File: src/rtl/sil_pkg.sv
// Purpose: Shared constants for the stepper input and stall logic.
// Assumes: One 40 MHz clock; all plain-port control, no register bus.
// Notes:   Function, move type and threshold encodings live here.
package sil_pkg;
   // Clock rate
   localparam int unsigned      SIL_CLOCK_HZ   = 40000000;
   // Discrete input count and function encoding
   localparam int unsigned      SIL_NUM_IN     = 3;
   localparam int unsigned      SIL_FUNC_W     = 3;
   localparam logic [2:0]       SIL_FN_GENERAL = 3'h0;
   localparam logic [2:0]       SIL_FN_HOME    = 3'h1;
   localparam logic [2:0]       SIL_FN_CW_LIM  = 3'h2;
   localparam logic [2:0]       SIL_FN_CCW_LIM = 3'h3;
   localparam logic [2:0]       SIL_FN_IDX_GO  = 3'h4;
   localparam logic [2:0]       SIL_FN_ESTOP   = 3'h5;
   localparam logic [2:0]       SIL_FN_JOG_STP = 3'h6;
   // Move type encoding
   localparam int unsigned      SIL_MV_W       = 3;
   localparam logic [2:0]       SIL_MV_JOG     = 3'h0;
   localparam logic [2:0]       SIL_MV_REG     = 3'h1;
   localparam logic [2:0]       SIL_MV_REL     = 3'h2;
   localparam logic [2:0]       SIL_MV_ABS     = 3'h3;
   localparam logic [2:0]       SIL_MV_IDX     = 3'h4;
   localparam logic [2:0]       SIL_MV_BLEND   = 3'h5;
   localparam logic [2:0]       SIL_MV_DWELL   = 3'h6;
   localparam logic [2:0]       SIL_MV_HOME    = 3'h7;
   // Position and stall window
   localparam int unsigned      SIL_POS_W      = 32;
   localparam logic [31:0]      SIL_STALL_DEG  = 32'h0000002d;
   localparam logic [31:0]      SIL_TURN_DEG   = 32'h00000168;
   // Current scaling, run current in tenths of an ampere
   localparam logic [5:0]       SIL_RUN_MIN_DA = 6'h01;
   localparam logic [5:0]       SIL_RUN_MAX_DA = 6'h28;
   localparam logic [6:0]       SIL_PCT_MAX    = 7'h64;
   localparam logic [15:0]      SIL_MA_PER_DA  = 16'h0064;
   // Reset values
   localparam logic             SIL_POS_VALID_RST = 1'b0;
   // Gate state machine
   typedef enum logic [1:0] {
      SIL_GATE_IDLE = 2'b01,
      SIL_GATE_PEND = 2'b10
   } sil_gate_t;
endpackage : sil_pkg

File: src/rtl/sil_input_cond.sv
// Purpose: Synchronise one discrete input, apply polarity, find edges.
// Assumes: Raw pin level is high when the contact is closed.
// Notes:   Edge pulses are one cycle wide and align with the level.
`timescale 1ns/1ps
`default_nettype none
module sil_input_cond (
   // Clock and reset
   input  wire logic clock,
   input  wire logic rst_n,
   // Pin and polarity
   input  wire logic raw,
   input  wire logic active_closed,
   // Conditioned view
   output var  logic level,
   output var  logic rise,
   output var  logic any_edge
);
   logic       sync_a;   // First stage, read only by sync_b
   logic       sync_b;   // Second stage
   logic       active;   // Polarity-corrected level
   logic [2:0] warm;     // Fills after reset; edges wait for it

   // Edges held off until synchroniser and level carry real pin data,
   // else an open-is-active pin would fake an edge just after reset
   always_ff @(posedge clock or negedge rst_n) begin
      if (!rst_n) begin
         warm <= 3'h0;
      end else begin
         warm <= {warm[1:0], 1'b1};
      end
   end

   // Two-flop synchroniser against metastability
   always_ff @(posedge clock or negedge rst_n) begin
      if (!rst_n) begin
         sync_a <= 1'b0;
         sync_b <= 1'b0;
      end else begin
         sync_a <= raw;
         sync_b <= sync_a;
      end
   end

   // Polarity applied before edges so each function sees one event
   always_comb begin
      active = active_closed ? sync_b : ~sync_b;
   end

   // Level and edge pulses
   always_ff @(posedge clock or negedge rst_n) begin
      if (!rst_n) begin
         level    <= 1'b0;
         rise     <= 1'b0;
         any_edge <= 1'b0;
      end else begin
         level    <= active;
         rise     <= warm[2] & active & ~level;
         any_edge <= warm[2] & (active ^ level);
      end
   end
endmodule : sil_input_cond
`default_nettype wire

File: src/rtl/sil_top.sv
// Purpose: Stall supervision, current levels, protection, input use.
// Assumes: Move generator and encoder counter sit outside this block.
// Notes:   Function
`timescale 1ns/1ps
`default_nettype none
module sil_top
   import sil_pkg::*;
(
   // Clock and reset
   input  wire logic                         clock,
   input  wire logic                         rst_n,
   // Discrete inputs and their setup
   input  wire logic [2:0]                   din_raw,
   input  wire logic [2:0][sil_pkg::SIL_FUNC_W-1:0] din_function,
   input  wire logic [2:0]                   din_active_closed,
   // Host configuration and commands
   input  wire logic                         stall_en,
   input  wire logic                         encoder_en,
   input  wire logic [5:0]                   run_current_da,
   input  wire logic [6:0]                   idle_pct,
   input  wire logic                         net_home_prox,
   input  wire logic                         stall_clear,
   input  wire logic                         fault_clear,
   input  wire logic                         pos_preset,
   input  wire logic                         home_done,
   // Move requests and running move
   input  wire logic                         move_req,
   input  wire logic [sil_pkg::SIL_MV_W-1:0] req_type,
   input  wire logic                         req_dir,
   input  wire logic                         move_running,
   input  wire logic [sil_pkg::SIL_MV_W-1:0] run_type,
   input  wire logic                         run_dir,
   // Measurements
   input  wire logic [sil_pkg::SIL_POS_W-1:0] enc_pos,
   input  wire logic [sil_pkg::SIL_POS_W-1:0] motor_pos,
   input  wire logic [15:0]                  counts_per_turn,
   input  wire logic [7:0]                   temp_code,
   input  wire logic [7:0]                   temp_warn_limit,
   input  wire logic [7:0]                   temp_fault_limit,
   input  wire logic                         winding_short,
   // Motion control outputs
   output var  logic                         move_start,
   output var  logic                         move_reject,
   output var  logic                         stop_immediate,
   output var  logic                         stop_controlled,
   output var  logic                         indexer_pending,
   // Capture
   output var  logic [sil_pkg::SIL_POS_W-1:0] capture_pos,
   output var  logic                         capture_strobe,
   // Status to host
   output var  logic                         stall_flag,
   output var  logic                         pos_valid,
   output var  logic                         temp_warning,
   output var  logic                         temp_fault,
   output var  logic                         short_fault,
   output var  logic [2:0]                   input_state,
   output var  logic                         home_prox,
   // Drive stage
   output var  logic                         motor_power_en,
   output var  logic [15:0]                  current_ma,
   output var  logic                         current_is_peak
);
   import sil_pkg::*;

   // Conditioned inputs
   logic [2:0]          in_level;       // Active-high levels
   logic [2:0]          in_rise;        // Inactive-to-active pulses
   logic [2:0]          in_edge;        // Either-direction pulses
   // Function views
   logic                estop_act;      // Halt input active
   logic                cw_lim;         // Clockwise limit active
   logic                ccw_lim;        // Counter-clockwise limit active
   logic                home_in;        // Home input active
   logic                idx_rise;       // Indexer start rising
   logic                idx_edge;       // Indexer start any edge
   logic                jog_rise;       // Jog-stop rising
   // Stall datapath
   logic signed [32:0]  pos_diff;       // Encoder minus motor
   logic [32:0]         pos_mag;        // Magnitude of error
   logic [31:0]         stall_thr;      // Counts in 45 degrees
   logic                stall_det;      // Error beyond window
   // Move gating
   logic                jog_like;       // Running jog or registration
   logic                limit_hit;      // Limit in running direction
   logic                req_blocked;    // Request would be refused
   logic                pend_dir;       // Direction of armed move
   logic                pend_blocked;   // Armed move cannot run now
   sil_gate_t           gate_state;     // Indexer gate state
   // Current scaling
   logic [5:0]          run_c;          // Clamped run current
   logic [6:0]          pct_c;          // Clamped idle percent
   logic                next_power;     // Power enable next cycle

   // One conditioner per discrete input
   for (genvar i = 0; i < SIL_NUM_IN; i++) begin : g_in
      sil_input_cond u_cond (
         .clock         (clock),
         .rst_n         (rst_n),
         .raw           (din_raw[i]),
         .active_closed (din_active_closed[i]),
         .level         (in_level[i]),
         .rise          (in_rise[i]),
         .any_edge      (in_edge[i])
      );
   end

   // Fold per-input functions into named events
   always_comb begin
      estop_act = 1'b0;
      cw_lim    = 1'b0;
      ccw_lim   = 1'b0;
      home_in   = 1'b0;
      idx_rise  = 1'b0;
      idx_edge  = 1'b0;
      jog_rise  = 1'b0;
      for (int k = 0; k < SIL_NUM_IN; k++) begin
         unique case (din_function[k])
            SIL_FN_ESTOP:   estop_act = estop_act | in_level[k];
            SIL_FN_CW_LIM:  cw_lim    = cw_lim | in_level[k];
            SIL_FN_CCW_LIM: ccw_lim   = ccw_lim | in_level[k];
            SIL_FN_HOME:    home_in   = home_in | in_level[k];
            SIL_FN_IDX_GO: begin
               idx_rise = idx_rise | in_rise[k];
               idx_edge = idx_edge | in_edge[k];
            end
            SIL_FN_JOG_STP: jog_rise  = jog_rise | in_rise[k];
            // General purpose and spare codes steer nothing
            default: ;
         endcase
      end
   end

   // Position error against a 45 degree window, moving or not
   always_comb begin
      pos_diff  = $signed({enc_pos[31], enc_pos}) -
                  $signed({motor_pos[31], motor_pos});
      pos_mag   = pos_diff[32] ? 33'(-pos_diff) : 33'(pos_diff);
      stall_thr = 32'(counts_per_turn) * SIL_STALL_DEG / SIL_TURN_DEG;
      stall_det = stall_en && (pos_mag > {1'b0, stall_thr});
   end

   // Move gating terms
   always_comb begin
      jog_like  = move_running &&
                  (run_type == SIL_MV_JOG || run_type == SIL_MV_REG);
      limit_hit = move_running && (run_dir ? cw_lim : ccw_lim);
      // Halt, lost position on an absolute move and blocked direction all refuse
      req_blocked = estop_act ||
                    (req_type == SIL_MV_ABS && !pos_valid) ||
                    (req_dir ? cw_lim : ccw_lim);
      pend_blocked = estop_act || (pend_dir ? cw_lim : ccw_lim);
   end

   // Sticky stall flag; a new stall wins over the host clear
   always_ff @(posedge clock or negedge rst_n) begin
      if (!rst_n) begin
         stall_flag <= 1'b0;
      end else if (stall_det) begin
         stall_flag <= 1'b1;
      end else if (stall_clear) begin
         stall_flag <= 1'b0;
      end
   end

   // Position validity; stall beats a same-cycle preset
   always_ff @(posedge clock or negedge rst_n) begin
      if (!rst_n) begin
         pos_valid <= SIL_POS_VALID_RST;
      end else if (stall_det) begin
         pos_valid <= 1'b0;
      end else if (pos_preset || home_done) begin
         pos_valid <= 1'b1;
      end
   end

   // Indexer gate and move start decisions
   always_ff @(posedge clock or negedge rst_n) begin
      if (!rst_n) begin
         gate_state      <= SIL_GATE_IDLE;
         indexer_pending <= 1'b0;
         pend_dir        <= 1'b0;
         move_start      <= 1'b0;
         move_reject     <= 1'b0;
      end else begin
         move_start  <= 1'b0;
         move_reject <= 1'b0;
         unique case (gate_state)
            SIL_GATE_IDLE: begin
               if (move_req && req_blocked) begin
                  move_reject <= 1'b1;
               end else if (move_req && req_type == SIL_MV_IDX) begin
                  // Armed, waits for the start input
                  gate_state      <= SIL_GATE_PEND;
                  indexer_pending <= 1'b1;
                  pend_dir        <= req_dir;
               end else if (move_req) begin
                  move_start <= 1'b1;
               end
            end
            SIL_GATE_PEND: begin
               // Further requests are refused while armed
               if (move_req) begin
                  move_reject <= 1'b1;
               end
               if (idx_rise && !pend_blocked) begin
                  move_start      <= 1'b1;
                  gate_state      <= SIL_GATE_IDLE;
                  indexer_pending <= 1'b0;
               end
            end
         endcase
      end
   end

   // Immediate and controlled stop commands
   always_ff @(posedge clock or negedge rst_n) begin
      if (!rst_n) begin
         stop_immediate  <= 1'b0;
         stop_controlled <= 1'b0;
      end else begin
         // Held as long as the cause lasts during a move
         stop_immediate  <= move_running &&
                            (stall_det ||
                             estop_act ||
                             limit_hit);
         stop_controlled <= jog_rise && jog_like;
      end
   end

   // Encoder capture on start-input edges or jog-stop during jog or registration moves
   always_ff @(posedge clock or negedge rst_n) begin
      if (!rst_n) begin
         capture_pos    <= '0;
         capture_strobe <= 1'b0;
      end else begin
         capture_strobe <= 1'b0;
         if (encoder_en && (idx_edge ||
                            (jog_rise && jog_like))) begin
            capture_pos    <= enc_pos;
            capture_strobe <= 1'b1;
         end
      end
   end

   // Protection faults, latched; a live cause wins over clear
   always_ff @(posedge clock or negedge rst_n) begin
      if (!rst_n) begin
         short_fault  <= 1'b0;
         temp_fault   <= 1'b0;
         temp_warning <= 1'b0;
      end else begin
         if (winding_short) begin
            short_fault <= 1'b1;
         end else if (fault_clear) begin
            short_fault <= 1'b0;
         end
         if (temp_code > temp_fault_limit) begin
            temp_fault <= 1'b1;
         end else if (fault_clear) begin
            temp_fault <= 1'b0;
         end
         // Warning tracks the temperature, no latch needed
         temp_warning <= (temp_code > temp_warn_limit);
      end
   end

   // Clamp the programmed levels into their legal ranges
   always_comb begin
      if (run_current_da < SIL_RUN_MIN_DA) begin
         run_c = SIL_RUN_MIN_DA;
      end else if (run_current_da > SIL_RUN_MAX_DA) begin
         run_c = SIL_RUN_MAX_DA;
      end else begin
         run_c = run_current_da;
      end
      pct_c = (idle_pct > SIL_PCT_MAX) ? SIL_PCT_MAX : idle_pct;
      // Power drops on faults or a zero idle level between moves
      next_power = !(short_fault || winding_short) &&
                   !(temp_fault || (temp_code > temp_fault_limit)) &&
                   !(!move_running && pct_c == 7'h00);
   end

   // Current setpoint; idle is a peak target, 0.1 A times percent = mA
   always_ff @(posedge clock or negedge rst_n) begin
      if (!rst_n) begin
         current_ma      <= '0;
         current_is_peak <= 1'b0;
         motor_power_en  <= 1'b0;
      end else begin
         motor_power_en <= next_power;
         if (move_running) begin
            current_ma      <= 16'(run_c) * SIL_MA_PER_DA;
            current_is_peak <= 1'b0;
         end else begin
            current_ma      <= 16'(run_c) * 16'(pct_c);
            current_is_peak <= 1'b1;
         end
      end
   end

   // Input report and home qualifier
   always_ff @(posedge clock or negedge rst_n) begin
      if (!rst_n) begin
         input_state <= 3'h0;
         home_prox   <= 1'b0;
      end else begin
         input_state <= in_level;
         home_prox   <= home_in || net_home_prox;
      end
   end
endmodule : sil_top
`default_nettype wire

File: config.mk
export PLATFORM = sky130hd
export DESIGN_NAME = sil_top
export DESIGN_NICKNAME = d
export VERILOG_FILES = /design/src/rtl/sil_pkg.sv /design/src/rtl/sil_input_cond.sv /design/src/rtl/sil_top.sv
export SDC_FILE = /design/constraint.sdc
export NUM_CORES = 1
export LEC_CHECK = 0
export ABC_CLOCK_PERIOD_IN_PS = 2200
export BUFFER_PORTS_ARGS = -buffer_cell sky130_fd_sc_hd__buf_4
export CAP_MARGIN = 30
export CORE_ASPECT_RATIO = 0.5
export CORE_MARGIN = 2
export CORE_UTILIZATION = 60
export DETAILED_ROUTE_END_ITERATION = 7
export PLACE_DENSITY = 0.92
export SYNTH_ARGS = -nofsm -noshare
export SYNTH_HDL_FRONTEND = slang
export SYNTH_HIERARCHICAL = 1
export SYNTH_SLANG_ARGS = --single-unit
File: constraint.sdc
create_clock -name clock -period 2.2 [get_ports clock]
set_input_delay 0.22 -clock clock [delete_from_list [all_inputs] [get_ports clock]]
set_output_delay 0.22 -clock clock [all_outputs]
set_load 0.005 [all_outputs]
==> results of run 1 <==
[through the flow]
| step | cell area [µm²] | cells |
|---|---|---|
| after CTS | 21400 | 2833 |
| after global placement | 19900 | 2757 |
| after floorplan | 14300 | 1767 |
| after detailed placement | 19900 | 2757 |
[synth_stat cells (27+ instances only)]
cell type,count
nand3_1,41
o21ai_0,82
a21oi_1,106
nand2_1,238
nor2_1,119
a21o_1,27
fa_1,46
clkbuf_1,32
xor2_1,35
dfrtp_1,87
xnor2_1,79
inv_1,183
ha_1,150
nor3_1,38
[layer usage]
metal / GRT usage (%) / GRT overflow
met5: 57.7 / 6
met2: 115 / 797
met1: 90.2 / 41
met3: 80.4 / 28
met4: 102 / 312
[cells by family after synthesis]
logic type / after synthesis / synth area share [%]
AND/OR/NAND/NOR: 618 / 21.7
AO/OA/AOI/OAI: 469 / 24.5
buffers and inverters: 238 / 6.93
adder cells (fa/ha/maj): 199 / 20.6
XOR/XNOR: 115 / 7.40
flip-flops: 88 / 16.1
multiplexers: 34 / 2.64
other: 4 / 0.109
[repair_timing]
action / CTS
endpoints found under the hold margin: 40
setup buffers: 59
resized for setup: 166
cloned: 0
setup endpoints to repair: 14
pin swaps: 107
hold buffers: 4
==> metrics.yaml, run 1 <==
logic_synthesis:
  synth-async-reset-ratio_pct: 100
  synth_edf_count: 0
  synth_seq_cells: 88
  avgSynthCellArea_um2: 7.77
  ys_types: 113
  seq_area_frac_synth_pct: 16.1
  synthFlopType: "dfrtp_1"
  synthCells: 1765
  yosysWarnings: 6
  synthTopCellsByArea: "dfrtp_1 (16%), ha_1 (14%), fa_1 (6.7%)"
  netlist.area_leader.share_pct: 15.9
  syn_area_um2: 13700
  synth.largest_area_cell: "dfrtp_1"
placed_design:
  post-dp-hpwl_mm: 49.0
  place_congestion: 1.00
  port-buffer-count: 212
  place_worst_setup_slack_ns: -13.08
status:
  error: "[ERROR GRT-0116] Global routing finished with congestion. Check the congestion regions in the DRC Viewer."
  haltStage: "global routing (5_1_grt)"
  outcome: "aborted with a tool error"
grt:
  grt_pass1_vias: 27200
  track_usage_pct: 95.6
  grt_pass1_wl_mm: 178
  grt_overflow: 1184
  grt_start_max_net_pins: 52
cts:
  cts_buffers: 9
  cts_max_path_buffers: 2
  htreeDepth: 3
  cts_root_buf: "clkbuf_16"
  cts.sinks: 88
floorplan:
  chipWidth_um: 218
  die_h_um: 111
  io_pins: 217
  num_rows: 39
  start_util_pct: 60.6
==> inputs of run 2 (changes only) <==
--- a/config.mk
+++ b/config.mk
@@ -8,11 +8,10 @@
 export ABC_CLOCK_PERIOD_IN_PS = 2200
 export BUFFER_PORTS_ARGS = -buffer_cell sky130_fd_sc_hd__buf_4
 export CAP_MARGIN = 30
-export CORE_ASPECT_RATIO = 0.5
 export CORE_MARGIN = 2
-export CORE_UTILIZATION = 60
+export CORE_UTILIZATION = 40
 export DETAILED_ROUTE_END_ITERATION = 7
-export PLACE_DENSITY = 0.92
+export PLACE_DENSITY_LB_ADDON = 0.15
 export SYNTH_ARGS = -nofsm -noshare
 export SYNTH_HDL_FRONTEND = slang
 export SYNTH_HIERARCHICAL = 1
==> run 2 against run 1 <==
Effect of this change:
- synthesized area stayed put
- the flow now finishes, with violations (negative setup slack)
- synthesized cell count stayed put
==> metrics.yaml, run 2 <==
status:
  outcome: "finished with violations"
  violations: "negative setup slack"
logic_synthesis:
  synthFlopType: "dfrtp_1"
  synth_compound_area_share_pct: 24.5
  synthAdderAreaFrac_pct: 20.6
  avgSynthCellArea_um2: 7.77
  synthTopCellsByArea: "dfrtp_1 (16%), ha_1 (14%), fa_1 (6.7%)"
  synth_common_cells: "nand2_1 (238), inv_1 (183), ha_1 (150), nor2_1 (119), a21oi_1 (106)"
  synth.largest_area_cell: "dfrtp_1"
  muxShareOfSynthArea_pct: 2.64
  syn_area_um2: 13700
  synth-async-reset-ratio_pct: 100
  yosysMostFrequentCell: "nand2_1"
  synth_xor_area_share_pct: 7.40
  seq_area_frac_synth_pct: 16.1
  synthCells: 1765
  synth_seq_cells: 88
  yosysWarnings: 6
  synth_edf_count: 0
  ys_types: 113
  netlist.area_leader.share_pct: 15.9
  synth-simple-area-share_pct: 21.7
  synth_top_family_by_area: "compound AO/OA/AOI/OAI gates"
sta:
  worst_slack_ns: -11.57
  period_share_pct: 626
  fin_skew_ns: 0.0108
  maxSlewViolCount: 0
  min_period_ns: 13.77
  max_slew.worst_pin.slew_ns: 0.620
  setup_violations: 13
  tns_ns: -48.09
  max_clock_freq_mhz: 72.6
  hold_slack_ns: 0.0361
  slew_headroom_pct: 58.7
  rsz0062_at_grt: "yes"
  hold_viol: 0
detailed_routing:
  first_pass_iters: 5
  wl_met3_mm: 1.63
  via_count: 15900
  initialDrtViolationCount: 697
  routed_via_density: 5.26
  wirelength_mm: 46.8
  top_layer: "met4"
  wl_per_cell_um: 15.5
  ant_nets: 0
  wl_met2_mm: 24.2
  drc: 0
  wl_met1_mm: 20.1
grt:
  antenna_found_initial: 1
  track_usage_pct: 25.6
  grt_overflow: 0
  grt_pass1_wl_mm: 76.3
  grt_pass1_vias: 15800
  grt_start_max_net_pins: 47
cts:
  htreeDepth: 3
  cts_max_path_buffers: 2
  cts_root_buf: "clkbuf_16"
  cts_buffers: 9
  clk_pin_slew_ns: 0.07
  cts.sinks: 88
  insertion_delay_ns: 0.35
  cts_tree: "done"
worst_setup_path:
  cp_slowest_cell: "a221oi_4"
  worst-path-buf-inv: 12
  slowest_delay_ns: 0.52
  required_ns: 2.49
  worstSetupEndpointType: "flip-flop"
  arrival_ns: 14.05
  startpoint_type: "input pin"
  critical-path-top-delay-family: "compound AO/OA/AOI/OAI gates"
  crit_fanout: 7
  crit_type: "input pin to flip-flop"
  critPathMostFrequentCell: "buf_4"
final_layout:
  post_route_cells_drive_above_1_share_pct: 44.8
  syn_to_final_growth_pct: 64.7
  reg_top3: "capture_pos x32, current_ma x13, g_in.u_cond/warm x9"
  nets: 2917
  utilization_pct: 67.2
  largest_reg_flops: 32
  final_cells: 3023
  top_register: "capture_pos"
  final_common_cell: "buf_4"
  mostFrequentLayoutCells: "buf_4 (802), nand2_1 (225), inv_1 (167)"
job:
  drv_cap: 0
hold_path:
  hp-class: "input pin to flip-flop"
placed_design:
  port-buffer-count: 212
  post-dp-hpwl_mm: 37.7
  place_congestion: 0.924
  dpl.cell_count: 2927
floorplan:
  chipWidth_um: 189
  io_pins: 217
  fp.coreArea_um2: 33600
  dieArea_um2: 35800
  num_rows: 67
  start_util_pct: 40.8
  die_h_um: 189
[run 2: cell counts after synthesis]
Identical to the previous run, type by type.
[run 2: cell families (layout without fill, tap and decap cells)]
| family | count (synthesis) | after routing |
|---|---|---|
| AND/OR/NAND/NOR | 618 | 618 |
| AO/OA/AOI/OAI | 469 | 469 |
| buffers and inverters | 238 | 1045 |
| adder cells (fa/ha/maj) | 199 | 199 |
| XOR/XNOR | 115 | 115 |
| flip-flops | 88 | 88 |
| multiplexers | 34 | 34 |
| other | 4 | 7 |
[run 2: per-stage QoR]
step | worst slack, ns | instance area, µm²
after floorplan | -11.14 | 14300
after global placement | -12.05 | 20300
after detailed placement | -12.29 | 20300
after CTS | -11.40 | 21800
after global routing | -12.16 | 22600
final | -11.57 | 22600
[run 2: final timing paths]
kind / startpoint / to / slack, ns / cells past startpoint
setup reg to reg: g_in[0].u_cond/level / pend_dir / 0.01 / 10
hold reg to reg: g_in[1].u_cond/warm[0] / g_in[1].u_cond/warm[1] / 0.35 / 0
min in group asynchronous: rst_n / capture_pos[15] / 0.42 / 2
setup / recovery: counts_per_turn[4] / pos_valid / -11.57 / 72
max in group asynchronous: rst_n / input_state[0] / 1.10 / 3
hold / removal: stall_clear / stall_flag / 0.04 / 2
[run 2: final cells by class]
cell class	count	area, µm²
tap	448	561
timing repair buffer	840	6460
sequential	88	2200
inverter	189	722
antenna	1	2.50
clock inverter	5	86.3
multi-input combinational	1441	12300
fill	2828	11000
clock buffer	11	253
[run 2: worst reg2reg max path, stage by stage, from the launching register on]
cell and delay (ns):
dfrtp_1 0.38, nor2b_2 0.17, nand2_1 0.06, o32ai_1 0.09, nor2_1 0.19, mux2i_1 0.14, a311oi_2 0.27, and2_1 0.19
nand3_1 0.10, nor2b_1 0.17, mux2_4 0.32
[run 2: per-layer routing]
metal / vias up / GRT usage, %
met1: 7620 / 32.6
met2: 336 / 46.7
met4: 0 / 5.68
met3: 60 / 2.30
li1: 7898 / -
met5: - / 0
[run 2: what timing repair did]
item / 4_1_cts / 5_1_grt
gates resized for setup: 150 / 121
setup buffers: 56 / 29
pin swaps: 99 / 94
cloned: 1 / 0
endpoints found under the hold margin: 45 / 0
hold buffers: 4 / 0
endpoints found under the setup margin: 14 / 15
Power of run 2 is not shown: default switching activity piles up to over one toggle a cycle in this logic, so the estimate is an artifact.
==> inputs of run 3 (changes only) <==
--- a/config.mk
+++ b/config.mk
@@ -9,7 +9,7 @@
 export BUFFER_PORTS_ARGS = -buffer_cell sky130_fd_sc_hd__buf_4
 export CAP_MARGIN = 30
 export CORE_MARGIN = 2
-export CORE_UTILIZATION = 40
+export CORE_UTILIZATION = 60
 export DETAILED_ROUTE_END_ITERATION = 7
 export PLACE_DENSITY_LB_ADDON = 0.15
 export SYNTH_ARGS = -nofsm -noshare
==> run 3 against run 2 <==
Effect of this change:
- the flow now stops in global routing (5_1_grt)
- synthesized area is the same
- synthesized cell count is the same
==> metrics.yaml, run 3 <==
floorplan:
  start_util_pct: 60.9
  io_pins: 217
  num_rows: 55
  chipWidth_um: 155
  die_h_um: 155
logic_synthesis:
  avgSynthCellArea_um2: 7.77
  synthTopCellsByArea: "dfrtp_1 (16%), ha_1 (14%), fa_1 (6.7%)"
  synthCells: 1765
  ys_types: 113
  synth-async-reset-ratio_pct: 100
  synth_compound_area_share_pct: 24.5
  synthFlopType: "dfrtp_1"
  yosysWarnings: 6
  synth.largest_area_cell: "dfrtp_1"
  netlist.area_leader.share_pct: 15.9
  synthAdderAreaFrac_pct: 20.6
  synth_seq_cells: 88
  yosysMostFrequentCell: "nand2_1"
  seq_area_frac_synth_pct: 16.1
  synth-simple-area-share_pct: 21.7
  muxShareOfSynthArea_pct: 2.64
  synth_top_family_by_area: "compound AO/OA/AOI/OAI gates"
  synth_xor_area_share_pct: 7.40
  synth_edf_count: 0
  syn_area_um2: 13700
  synth_common_cells: "nand2_1 (238), inv_1 (183), ha_1 (150), nor2_1 (119), a21oi_1 (106)"
placed_design:
  post-dp-hpwl_mm: 41.7
  place_worst_setup_slack_ns: -12.45
  place_congestion: 1.02
  port-buffer-count: 212
grt:
  grt_pass1_vias: 23900
  grt_pass1_wl_mm: 133
  grt_start_max_net_pins: 48
  grt_overflow: 12
  track_usage_pct: 71.6
status:
  error: "[ERROR GRT-0116] Global routing finished with congestion. Check the congestion regions in the DRC Viewer."
  haltStage: "global routing (5_1_grt)"
  outcome: "aborted with a tool error"
cts:
  htreeDepth: 3
  cts.sinks: 88
  cts_max_path_buffers: 2
  cts_buffers: 9
  cts_root_buf: "clkbuf_16"
[run 3: cell counts after synthesis]
Identical to the previous run, type by type.
[run 3: per-stage QoR]
stage	cell area, µm²	cells
detailed placement	20000	2752
CTS	21700	2827
floorplan	14300	1767
global placement	20000	2752
[run 3: kinds of logic after synthesis]
kind of cell / Yosys count
AND/OR/NAND/NOR: 618
AO/OA/AOI/OAI: 469
buffers and inverters: 238
adder cells (fa/ha/maj): 199
XOR/XNOR: 115
flip-flops: 88
multiplexers: 34
other: 4
[run 3: repair_timing]
| action | 4_1_cts |
|---|---|
| buffers inserted | 59 |
| endpoints found under the setup margin | 14 |
| hold buffers | 4 |
| hold endpoints to repair | 49 |
| resized for setup | 172 |
| pin swaps | 105 |
| cloned | 2 |
[run 3: per-layer routing]
metal,track usage [%],overflow
met2,94.9,6
met4,72.9,5
met3,51.6,0
met5,12.6,0
met1,69.4,1
